`config.mk`:
```
export PLATFORM = sky130hd
export DESIGN_NAME = sctoc_core
export DESIGN_NICKNAME = d
export VERILOG_FILES = /design/src/sctoc_pkg.sv /design/src/sctoc_core.sv
export SDC_FILE = /design/constraint.sdc
export NUM_CORES = 2
export LEC_CHECK = 0
export BUFFER_PORTS_ARGS = -buffer_cell sky130_fd_sc_hd__buf_2
export CORE_ASPECT_RATIO = 1.75
export CORE_MARGIN = 4
export CORE_UTILIZATION = 57
export DETAILED_ROUTE_END_ITERATION = 8
export PLACE_DENSITY_LB_ADDON = 0.08
export SLEW_MARGIN = 40
export SYNTH_ARGS = -nofsm -noshare
export SYNTH_HDL_FRONTEND = slang
export SYNTH_SLANG_ARGS = --single-unit
```
`constraint.sdc`:
```
create_clock -name clock -period 3.8 [get_ports clock]
set_input_delay 0.76 -clock clock [delete_from_list [all_inputs] [get_ports clock]]
set_output_delay 0.76 -clock clock [all_outputs]
set_load 0.02 [all_outputs]
```
`src/sctoc_pkg.sv`:
```
// Constants, carrier types and state layout of the sequencer clock, timer and output core
package sctoc_pkg;

  //////////////////////////////////////////////////////////////////////////////
  // Clocking
  localparam int unsigned CLOCK_HZ      = 200_000_000;
  localparam int unsigned MCLK_HZ       = 8_000_000;
  localparam int unsigned OSC_DIV       = CLOCK_HZ / MCLK_HZ;
  localparam int unsigned OSC_HIGH      = OSC_DIV / 2;
  localparam int unsigned LOGIC_DIV     = 32;
  localparam int unsigned LOGIC_HZ      = MCLK_HZ / LOGIC_DIV;
  localparam int unsigned OSC_W         = 5;
  localparam int unsigned PRESC_W       = 5;

  //////////////////////////////////////////////////////////////////////////////
  // Logic array sizes
  localparam int unsigned LOGIC_INPUTS  = 83;
  localparam int unsigned PTERMS_TOTAL  = 243;
  localparam int unsigned PTERMS_GROUP  = 81;
  localparam int unsigned GROUPS        = 3;
  localparam int unsigned MC_PER_GROUP  = 16;
  localparam int unsigned MC_TOTAL      = GROUPS * MC_PER_GROUP;
  localparam int unsigned PT_PER_MC     = 5;
  localparam int unsigned DIG_IN_W      = 6;
  localparam int unsigned MON_W         = 24;

  // Macrocell roles; group three starts at MC_GROUP3
  localparam int unsigned MC_GROUP3     = 2 * MC_PER_GROUP;
  localparam int unsigned MC_PROFILE    = MC_GROUP3;
  localparam int unsigned MC_CLT        = MC_GROUP3 + 2;
  localparam int unsigned MC_TIMER      = MC_GROUP3 + 3;

  //////////////////////////////////////////////////////////////////////////////
  // Outputs, timers, trim
  localparam int unsigned NUM_OUT       = 20;
  localparam int unsigned NUM_HV        = 4;
  localparam int unsigned NUM_OD        = NUM_OUT - NUM_HV;
  localparam int unsigned NUM_TIMER     = 4;
  localparam int unsigned TIMER_STEPS   = 128;
  localparam int unsigned TIMER_CODE_W  = 7;
  localparam int unsigned TIMER_CNT_W   = 20;
  localparam int unsigned TIMER_MIN_US  = 32;
  localparam int unsigned TIMER_MAX_MS  = 1960;
  localparam int unsigned TIMER_MIN_TICKS = (TIMER_MIN_US * LOGIC_HZ + 999_999) / 1_000_000;
  localparam int unsigned TIMER_MAX_TICKS = (TIMER_MAX_MS * (LOGIC_HZ / 1000));
  localparam int unsigned NUM_TRIM      = 8;
  localparam int unsigned NUM_PROFILE   = 4;
  localparam int unsigned TRIM_W        = 8;

  //////////////////////////////////////////////////////////////////////////////
  // Encodings
  localparam logic [1:0] MODE_STANDALONE = 2'h0;
  localparam logic [1:0] MODE_MASTER     = 2'h1;
  localparam logic [1:0] MODE_SLAVE      = 2'h2;
  localparam logic [1:0] MC_DTYPE        = 2'h0;
  localparam logic [1:0] MC_TTYPE        = 2'h1;
  localparam logic [1:0] MC_COMB         = 2'h2;
  localparam logic [1:0] PROFILE_NOMINAL = 2'h0;
  localparam logic [1:0] PROFILE_HIGH    = 2'h1;
  localparam logic [1:0] PROFILE_LOW     = 2'h3;

  //////////////////////////////////////////////////////////////////////////////
  // Register byte offsets
  localparam logic [11:0] OFS_CTRL      = 12'h000;
  localparam logic [11:0] OFS_OUT_SRC   = 12'h004;
  localparam logic [11:0] OFS_OUT_VAL   = 12'h008;
  localparam logic [11:0] OFS_TIMER     = 12'h00C;
  localparam logic [11:0] OFS_MC_MODE0  = 12'h010;
  localparam logic [11:0] OFS_MC_MODE1  = 12'h014;
  localparam logic [11:0] OFS_MC_MODE2  = 12'h018;
  localparam logic [11:0] OFS_MC_SRC_LO = 12'h01C;
  localparam logic [11:0] OFS_MC_SRC_HI = 12'h020;
  localparam logic [11:0] OFS_STATUS    = 12'h024;
  localparam logic [11:0] OFS_TRIM_BASE = 12'h040;
  localparam logic [11:0] OFS_TRIM_END  = 12'h0BC;

  //////////////////////////////////////////////////////////////////////////////
  // Carrier and state
  typedef struct packed {
    logic [1:0]                        profile;
    logic                              closedLoop;
    logic [NUM_TRIM-1:0][TRIM_W-1:0]   code;
  } sctoc_trim_t;

  typedef struct packed {
    logic [OSC_W-1:0]                          oscCnt;
    logic                                      mclkPinPrev;
    logic [PRESC_W-1:0]                        presc;
    logic [DIG_IN_W-1:0]                       digReg;
    logic [MON_W-1:0]                          monReg;
    logic [MC_TOTAL-1:0]                       mcFf;
    logic [NUM_TIMER-1:0]                      tmrStartPrev;
    logic [NUM_TIMER-1:0][TIMER_CNT_W-1:0]     tmrCnt;
    logic [NUM_TIMER-1:0]                      tmrRun;
    logic [NUM_TIMER-1:0]                      tmrFlag;
    logic [1:0]                                clkMode;
    logic                                      exportSw;
    logic                                      profileSrc;
    logic [NUM_HV-1:0]                         hvGate;
    logic [NUM_OUT-1:0]                        outSrc;
    logic [NUM_OUT-1:0]                        outVal;
    logic [NUM_TIMER-1:0][TIMER_CODE_W-1:0]    tmrCode;
    logic [MC_TOTAL-1:0][1:0]                  mcMode;
    logic [MC_TOTAL-1:0]                       mcRstSrc;
    logic [NUM_TRIM*NUM_PROFILE-1:0][TRIM_W-1:0] trim;
    logic                                      addrPh;
    logic                                      wrPh;
    logic [11:0]                               addr;
    logic [31:0]                               rdata;
  } sctoc_state_t;

  localparam sctoc_state_t STATE_RST = '0;

endpackage

```
`src/sctoc_core.sv`:
```
// Sequencer clock tree, timers, macrocell storage, input sync, output and trim select
//
// Behaviour
// - Logic and timer clock: master clock over 32
// - Master tick also clocks prescaler and digital inputs
// - Macrocell store: D, T or combinatorial
// - Macrocell reset/preset: terms, global or power-up
// - Inputs registered by master, monitors by logic
// - Array: 83 inputs, 243 terms, 81 per group
// - 16 macrocells per group, five terms each
// - Group three drives timer and trim control
// - Standalone: internal oscillator, clock pin floating
// - Master: internal oscillator driven out the pin
// - Slave: master clock taken from the pin
// - Logic clock pin driven only when exported
// - Four timers, 128 steps, 32 us to 1.96 s
// - Each output from logic or from bus
// - General outputs open drain, four gate-driver pins high-voltage selectable
// - Profile from pins or from logic
// - Logic closed-loop enable covers all trim cells
// - Profile 00 nominal, 01 high, 11 low
// - Eight trim cells, four settings each
`timescale 1ns/100ps
`default_nettype none

module sctoc_core (
  input  wire logic                                     clock,
  input  wire logic                                     sys_rst,
  input  wire logic                                     hsel,
  input  wire logic [31:0]                              haddr,
  input  wire logic [1:0]                               htrans,
  input  wire logic                                     hwrite,
  input  wire logic [2:0]                               hsize,
  input  wire logic [31:0]                              hwdata,
  input  wire logic                                     hready,
  output logic                                          hreadyout,
  output logic                                          hresp,
  output logic [31:0]                                   hrdata,
  input  wire logic                                     mclkPinIn,
  output logic                                          mclkPinOut,
  output logic                                          mclkPinOe,
  output logic                                          logicClockPinOut,
  output logic                                          logicClockPinOe,
  output logic                                          masterTick,
  output logic                                          logicTick,
  input  wire logic [sctoc_pkg::DIG_IN_W-1:0]           digitalIn,
  input  wire logic [sctoc_pkg::MON_W-1:0]              monitorComparatorIn,
  output logic [sctoc_pkg::DIG_IN_W-1:0]                digitalInSync,
  output logic [sctoc_pkg::MON_W-1:0]                   monitorSync,
  input  wire logic [sctoc_pkg::MC_TOTAL*sctoc_pkg::PT_PER_MC-1:0] ptermIn,
  input  wire logic [sctoc_pkg::MC_TOTAL-1:0]           mcResetTerm,
  input  wire logic [sctoc_pkg::MC_TOTAL-1:0]           mcPresetTerm,
  input  wire logic                                     globalReset,
  output logic [sctoc_pkg::MC_TOTAL-1:0]                mcOut,
  output logic [sctoc_pkg::NUM_TIMER-1:0]               timeoutFlag,
  output logic [sctoc_pkg::NUM_OD-1:0]                  odPinOut,
  output logic [sctoc_pkg::NUM_OD-1:0]                  odPinOe,
  output logic [sctoc_pkg::NUM_HV-1:0]                  gateDriverPinsDrive,
  output logic [sctoc_pkg::NUM_HV-1:0]                  gateDriverPinsOut,
  output logic [sctoc_pkg::NUM_HV-1:0]                  gateDriverPinsOe,
  input  wire logic [1:0]                               profileSelectPins,
  output sctoc_pkg::sctoc_trim_t                        trimOut
);
  import sctoc_pkg::*;

  //////////////////////////////////////////////////////////////////////////////
  // Helpers

  // Exponent/mantissa step table; top code pinned to the longest interval
  function automatic logic [TIMER_CNT_W-1:0] timerTicks(input logic [TIMER_CODE_W-1:0] code);
    logic [TIMER_CNT_W-1:0] mant;
    mant = TIMER_CNT_W'(code[3:0]) + TIMER_CNT_W'(TIMER_MIN_TICKS);
    if (code == TIMER_CODE_W'(TIMER_STEPS - 1)) begin
      timerTicks = TIMER_CNT_W'(TIMER_MAX_TICKS);
    end else begin
      timerTicks = mant << {code[6:4], 1'b0};
    end
  endfunction

  function automatic logic isTrimAddr(input logic [11:0] a);
    isTrimAddr = (a >= OFS_TRIM_BASE) && (a <= OFS_TRIM_END);
  endfunction

  function automatic logic [4:0] trimIndex(input logic [11:0] a);
    logic [11:0] d;
    d = a - OFS_TRIM_BASE;
    trimIndex = d[6:2];
  endfunction

  //////////////////////////////////////////////////////////////////////////////
  // State

  sctoc_state_t s;
  sctoc_state_t next_s;

  logic                 intOscSwitch;
  logic                 clockPinSwitch;
  logic                 oscLevel;
  logic                 oscTick;
  logic                 pinTick;
  logic [MC_TOTAL-1:0]  orTerm;
  logic [MC_TOTAL-1:0]  mcRstAct;
  logic [MC_TOTAL-1:0]  mcSetAct;
  logic [NUM_OUT-1:0]   pinLevel;
  logic [1:0]           activeProfile;
  logic [31:0]          readVal;

  //////////////////////////////////////////////////////////////////////////////
  // Master clock source and dividers

  // Mode table: internal oscillator switch, clock pin switch
  assign intOscSwitch   = (s.clkMode != MODE_SLAVE);
  assign clockPinSwitch = (s.clkMode != MODE_STANDALONE);

  assign oscLevel   = (s.oscCnt < OSC_W'(OSC_HIGH));
  assign oscTick    = (s.oscCnt == OSC_W'(OSC_DIV - 1));
  // Pin is taken as synchronous; a free-running source elsewhere keeps it clean
  assign pinTick    = mclkPinIn & ~s.mclkPinPrev;
  assign masterTick = intOscSwitch ? oscTick : pinTick;
  assign logicTick  = masterTick && (s.presc == PRESC_W'(LOGIC_DIV - 1));

  // Only a master drives the shared clock line; a slave or standalone floats it
  assign mclkPinOut = intOscSwitch & oscLevel;
  assign mclkPinOe  = intOscSwitch & clockPinSwitch;

  assign logicClockPinOut = s.exportSw & s.presc[PRESC_W-1];
  assign logicClockPinOe  = s.exportSw;

  //////////////////////////////////////////////////////////////////////////////
  // Macrocells

  always_comb begin
    for (int i = 0; i < MC_TOTAL; i++) begin
      orTerm[i]   = |ptermIn[i*PT_PER_MC +: PT_PER_MC];
      // Power-up reset always wins; product term or global input per cell
      mcRstAct[i] = sys_rst | (s.mcRstSrc[i] ? globalReset : mcResetTerm[i]);
      mcSetAct[i] = ~mcRstAct[i] & (s.mcRstSrc[i] ? 1'b0 : mcPresetTerm[i]);
      if (mcRstAct[i]) begin
        mcOut[i] = 1'b0;
      end else if (mcSetAct[i]) begin
        mcOut[i] = 1'b1;
      end else if (s.mcMode[i] == MC_COMB) begin
        mcOut[i] = orTerm[i];
      end else begin
        mcOut[i] = s.mcFf[i];
      end
    end
  end

  //////////////////////////////////////////////////////////////////////////////
  // Output pins and trim select

  always_comb begin
    for (int i = 0; i < NUM_OUT; i++) begin
      pinLevel[i] = s.outSrc[i] ? s.outVal[i] : mcOut[i];
    end
  end

  // Open drain: low is driven, high is released
  assign odPinOut = '0;
  assign odPinOe  = ~pinLevel[NUM_OUT-1:NUM_HV];

  assign gateDriverPinsDrive = s.hvGate & pinLevel[NUM_HV-1:0];
  assign gateDriverPinsOut   = '0;
  assign gateDriverPinsOe    = s.hvGate | ~pinLevel[NUM_HV-1:0];

  assign activeProfile = s.profileSrc ? mcOut[MC_PROFILE +: 2] : profileSelectPins;

  always_comb begin
    trimOut.profile    = activeProfile;
    trimOut.closedLoop = mcOut[MC_CLT];
    for (int c = 0; c < NUM_TRIM; c++) begin
      trimOut.code[c] = s.trim[c*NUM_PROFILE + int'(activeProfile)];
    end
  end

  assign digitalInSync = s.digReg;
  assign monitorSync   = s.monReg;
  assign timeoutFlag   = s.tmrFlag;

  //////////////////////////////////////////////////////////////////////////////
  // Bus slave: zero wait states, read data registered in the address phase

  assign hreadyout = 1'b1;
  assign hresp     = 1'b0;
  assign hrdata    = s.rdata;

  always_comb begin
    readVal = '0;
    case (haddr[11:0])
      OFS_CTRL: begin
        readVal[1:0] = s.clkMode;
        readVal[2]   = s.exportSw;
        readVal[3]   = s.profileSrc;
        readVal[7:4] = s.hvGate;
      end
      OFS_OUT_SRC:   readVal[NUM_OUT-1:0] = s.outSrc;
      OFS_OUT_VAL:   readVal[NUM_OUT-1:0] = s.outVal;
      OFS_TIMER: begin
        for (int t = 0; t < NUM_TIMER; t++) begin
          readVal[t*8 +: TIMER_CODE_W] = s.tmrCode[t];
        end
      end
      OFS_MC_MODE0:  readVal = s.mcMode[15:0];
      OFS_MC_MODE1:  readVal = s.mcMode[31:16];
      OFS_MC_MODE2:  readVal = s.mcMode[47:32];
      OFS_MC_SRC_LO: readVal = s.mcRstSrc[31:0];
      OFS_MC_SRC_HI: readVal[15:0] = s.mcRstSrc[47:32];
      OFS_STATUS: begin
        readVal[3:0]   = s.tmrFlag;
        readVal[7:4]   = s.tmrRun;
        readVal[9:8]   = activeProfile;
        readVal[10]    = mcOut[MC_CLT];
        readVal[11]    = intOscSwitch;
        readVal[12]    = clockPinSwitch;
      end
      default: begin
        if (isTrimAddr(haddr[11:0]) && (haddr[1:0] == 2'h0)) begin
          readVal[TRIM_W-1:0] = s.trim[trimIndex(haddr[11:0])];
        end
      end
    endcase
  end

  //////////////////////////////////////////////////////////////////////////////
  // Next state

  always_comb begin
    next_s = s;

    // Dividers
    next_s.oscCnt      = oscTick ? '0 : OSC_W'(s.oscCnt + 1'b1);
    next_s.mclkPinPrev = mclkPinIn;
    if (masterTick) begin
      next_s.presc  = PRESC_W'(s.presc + 1'b1);
      next_s.digReg = digitalIn;
    end
    if (logicTick) begin
      next_s.monReg = monitorComparatorIn;
    end

    // Macrocell flip-flops step with the logic clock
    for (int i = 0; i < MC_TOTAL; i++) begin
      if (mcRstAct[i]) begin
        next_s.mcFf[i] = 1'b0;
      end else if (mcSetAct[i]) begin
        next_s.mcFf[i] = 1'b1;
      end else if (logicTick) begin
        case (s.mcMode[i])
          MC_DTYPE: next_s.mcFf[i] = orTerm[i];
          MC_TTYPE: next_s.mcFf[i] = s.mcFf[i] ^ orTerm[i];
          default:  next_s.mcFf[i] = s.mcFf[i];
        endcase
      end
    end

    // Timers: start on a rising group-three output, count logic ticks
    for (int t = 0; t < NUM_TIMER; t++) begin
      next_s.tmrStartPrev[t] = mcOut[MC_TIMER + t];
      if (mcOut[MC_TIMER + t] && !s.tmrStartPrev[t]) begin
        next_s.tmrCnt[t]  = timerTicks(s.tmrCode[t]);
        next_s.tmrRun[t]  = 1'b1;
        next_s.tmrFlag[t] = 1'b0;
      end else if (s.tmrRun[t] && logicTick) begin
        next_s.tmrCnt[t] = TIMER_CNT_W'(s.tmrCnt[t] - 1'b1);
        if (s.tmrCnt[t] == TIMER_CNT_W'(1)) begin
          next_s.tmrRun[t]  = 1'b0;
          next_s.tmrFlag[t] = 1'b1;
        end
      end
    end

    // Bus data phase write
    if (s.addrPh && s.wrPh) begin
      case (s.addr)
        OFS_CTRL: begin
          next_s.clkMode    = hwdata[1:0];
          next_s.exportSw   = hwdata[2];
          next_s.profileSrc = hwdata[3];
          next_s.hvGate     = hwdata[7:4];
        end
        OFS_OUT_SRC:   next_s.outSrc = hwdata[NUM_OUT-1:0];
        OFS_OUT_VAL:   next_s.outVal = hwdata[NUM_OUT-1:0];
        OFS_TIMER: begin
          for (int t = 0; t < NUM_TIMER; t++) begin
            next_s.tmrCode[t] = hwdata[t*8 +: TIMER_CODE_W];
          end
        end
        OFS_MC_MODE0:  next_s.mcMode[15:0]    = hwdata;
        OFS_MC_MODE1:  next_s.mcMode[31:16]   = hwdata;
        OFS_MC_MODE2:  next_s.mcMode[47:32]   = hwdata;
        OFS_MC_SRC_LO: next_s.mcRstSrc[31:0]  = hwdata;
        OFS_MC_SRC_HI: next_s.mcRstSrc[47:32] = hwdata[15:0];
        default: begin
          if (isTrimAddr(s.addr) && (s.addr[1:0] == 2'h0)) begin
            next_s.trim[trimIndex(s.addr)] = hwdata[TRIM_W-1:0];
          end
        end
      endcase
    end

    // Bus address phase; read data is ready for the following data phase
    next_s.addrPh = hsel && htrans[1] && hready;
    if (hsel && htrans[1] && hready) begin
      next_s.wrPh  = hwrite;
      next_s.addr  = haddr[11:0];
      next_s.rdata = hwrite ? 32'h0000_0000 : readVal;
    end
  end

  always_ff @(posedge clock) begin
    if (sys_rst) begin
      s <= STATE_RST;
    end else begin
      s <= next_s;
    end
  end

endmodule // sctoc_core

`default_nettype wire

```
==> impl_metrics.csv <==
group,metric,value,unit
grt,grt_pass1_wl,244100,um
logic_synthesis,syn_area,39610,sq um
logic_synthesis,synth_most_common_cell,"nand2_1",
route,final_antenna_net_count,0,
grt,antenna_found_initial,28,
critical_path,cp_max_fo,21,
route,vias_per_cell,6.588,
route,wl_per_cell,25.78,um
sta,setup_viol,0,
critical_path,r2r_slack,0.83,ns
power,power,16.37,mW
critical_path,critPathArrivalTime,3.02,ns
sta,worstMarginPinSlew,0.9504,ns
logic_synthesis,avgSynthCellArea,7.939,sq um
power,leakagePower,16.90,nW
logic_synthesis,synth.distinct_cells,97,
logic_synthesis,synth_flop_cell,"dfxtp_1",
sta,fmax,0.2646,GHz
hold_path,holdPathStages,2,
logic_synthesis,ys_ff_latch,703,
route,wirelength,164000,um
clock_tree,clk_latency,0.64,ns
placement,finalWeightedCongestion,1.047,
clock_tree,cts.sink_count,703,
logic_synthesis,synthArstFlopShare,0,
logic_synthesis,yosysTopAreaCellShare,0.3553,
grt,overflow,0,
sta,report.final.slew_viol_count,0,
die,die_area,73940,sq um
route,remaining_drc_errors,0,
critical_path,reg2reg_from,"s[32]",
grt,gr-max-usage-layer,"met2",
critical_path,critPathKind,"primary input to output port",
clock_tree,htreeDepth,3,
power,cellPowerDensity,357.1,nW/um^2
grt,use_met2,0.6986,
power,ir_worst_vdd,0.0003889,V
grt,grt_usage,0.4222,
die,initial_core_util,0.5770,
critical_path,r2r-end,"s[298]",
clock_tree,tritoncts,"built",
die,rows,127,
logic_synthesis,synthTopCellsByArea,"dfxtp_1 (36%), nand2_1 (8.3%), a21oi_1 (7.5%), mux2i_1 (5.4%), mux4_2 (3.9%)",
sta,hold_ws,0.3325,ns
sta,min_period,3.779,ns
run_status,status,"finished clean",
critical_path,r2r_cells,5,
logic_synthesis,synth_largest_area_cell,"dfxtp_1",
grt,grt_pass1_vias,39650,
sta,fin_tns_setup,0,ns
layout,syn2layout_area_growth,15.74,%
sta,hold_viol,0,
placement,dp_hpwl,119000,um
critical_path,start_kind,"primary input",
route,vias,41930,
clock_tree,max-clock-path-buffers,3,
hold_path,min_from,"sys_rst",
placement,port-buffer-count,630,
layout,nNetsFinal,5854,
job,cap_viol_max_count,0,
hold_path,min_to,"s[334]",
clock_tree,holdBufCountCts,0,
logic_synthesis,synth-edff-count,0,
layout,fillerInstances,6069,
hold_path,hold_class,"primary input to register",
die,fp.dieH,356.7,um
grt,grt_start_max_net_pins,133,
clock_tree,cts.clk_slew.worst_paths,0.06,ns
logic_synthesis,synth_sequential_area_ratio,0.3553,
sta,finalCritPeriodShare,0.9945,
route,drt_first_pass_iters,9,
die,ios,677,
sta,fin_worst_skew,0.02219,ns
layout,drive_above_1_share,0.2120,
grt,use_met1,0.4676,
clock_tree,numCtsBuffers,67,
critical_path,crit_required,3.04,ns
sta,relSlewSlack,0.3615,
sta,rsz0062_at_grt,"true",
logic_synthesis,ys_warn_count,0,
route,drt_iter0_markers,4771,
clock_tree,root_buffer,"clkbuf_16",
die,core,68650,sq um
logic_synthesis,netlist_instances,4989,
grt,met3_usage,0.09078,
logic_synthesis,ys_top_cells_by_count,"nand2_1 (877), dfxtp_1 (703), a21oi_1 (594)",
critical_path,endpoint_kind,"output port",
die,die_width,207.3,um
kinds of logic (layout without fill, tap and decap cells):
| group | after synthesis | in the layout | share of synthesized area |
|---|---|---|---|
| compound gates | 1394 | 1394 | 0.2208 |
| xor+xnor | 65 | 65 | 0.01437 |
| fa+ha+maj | 12 | 12 | 0.003791 |
| buf+inv | 557 | 995 | 0.06403 |
| flops | 703 | 703 | 0.3553 |
| mux | 299 | 299 | 0.09786 |
| other cells | 2 | 36 | 0.0001896 |
| simple gates | 1957 | 1957 | 0.2436 |
placed cells by master, fill, tap and decap left out, types with 71 or more instances in the layout:
cell       count
a21oi_1      593
a22oi_1      120
buf_2        607
buf_4        175
clkbuf_16     71
dfxtp_1      703
mux2i_1      214
nand2_1      877
nand3_1      170
nor2_1       271
o21ai_0      173
worst max-delay path, stage by stage:
cell,delay [ns]
buf_8,0.12
buf_4,0.16
inv_2,0.06
buf_4,0.35
nand2_1,0.12
o31ai_1,0.70
mux2i_1,0.34
nor2_1,0.22
buf_2,0.19
through the flow:
stage / setup slack, ns / util / cells / area (sq um)
after floorplan: 0.2607 / - / 5009 / 39680
after global placement: -0.05011 / 0.6322 / 6228 / 43400
after detailed placement: 0.004370 / 0.6327 / 6230 / 43430
after CTS: 0.003954 / 0.6666 / 6350 / 45760
after global routing: -0.009649 / 0.6675 / 6356 / 45820
final: 0.02101 / 0.6678 / 6364 / 45840
worst max-delay path by stage:
stage | startpoint | end | depth (start not counted)
after detailed placement | sys_rst | trimOut[63] | 10
after global placement | globalReset | trimOut[63] | 8
after CTS | s[335] | trimOut[10] | 9
after floorplan | sys_rst | trimOut[57] | 8
after global routing | s[335] | trimOut[54] | 10
final | sys_rst | gateDriverPinsDrive[0] | 9
sequential cells by signal, summed over array words and instances (netlist names):
signal	flops
monitorSync	24
digitalInSync	6
timeoutFlag	4
hrdata	32
s	636
logicClockPinOe	1
what timing repair did:
item / in CTS / in global routing
buffers inserted: 2 / 0
gates resized for setup: 17 / 7
endpoints found under the setup margin: 54 / 22
pin swaps: 0 / 0
cell type report:
type	count	area (sq um)	area share
diodes	14	35.03	0.0007642
clock buffers	97	2044	0.04460
clock inverters	21	205.2	0.004476
inverters	68	257.7	0.005622
multi-input cells	3749	23270	0.5076
flip-flops and latches	703	14070	0.3070
well taps	903	1130	0.02465
repair buffers	809	4826	0.1053
layer usage:
metal / up-vias / share of wire
met4: 22 / 0.10
li1: 18810 / -
met3: 659 / 0.095
met2: 2516 / 0.47
met1: 19920 / 0.34
met5: - / 0.00097
power by group:
group	switching [mW]	internal [mW]	total, mW	leakage, nW
registers	0.0831	7.44	7.53	5.68
logic	1.15	0.659	1.81	10.1
clock network	3.08	3.96	7.03	1.11
Note: power is estimated with default switching activity, not from simulation.
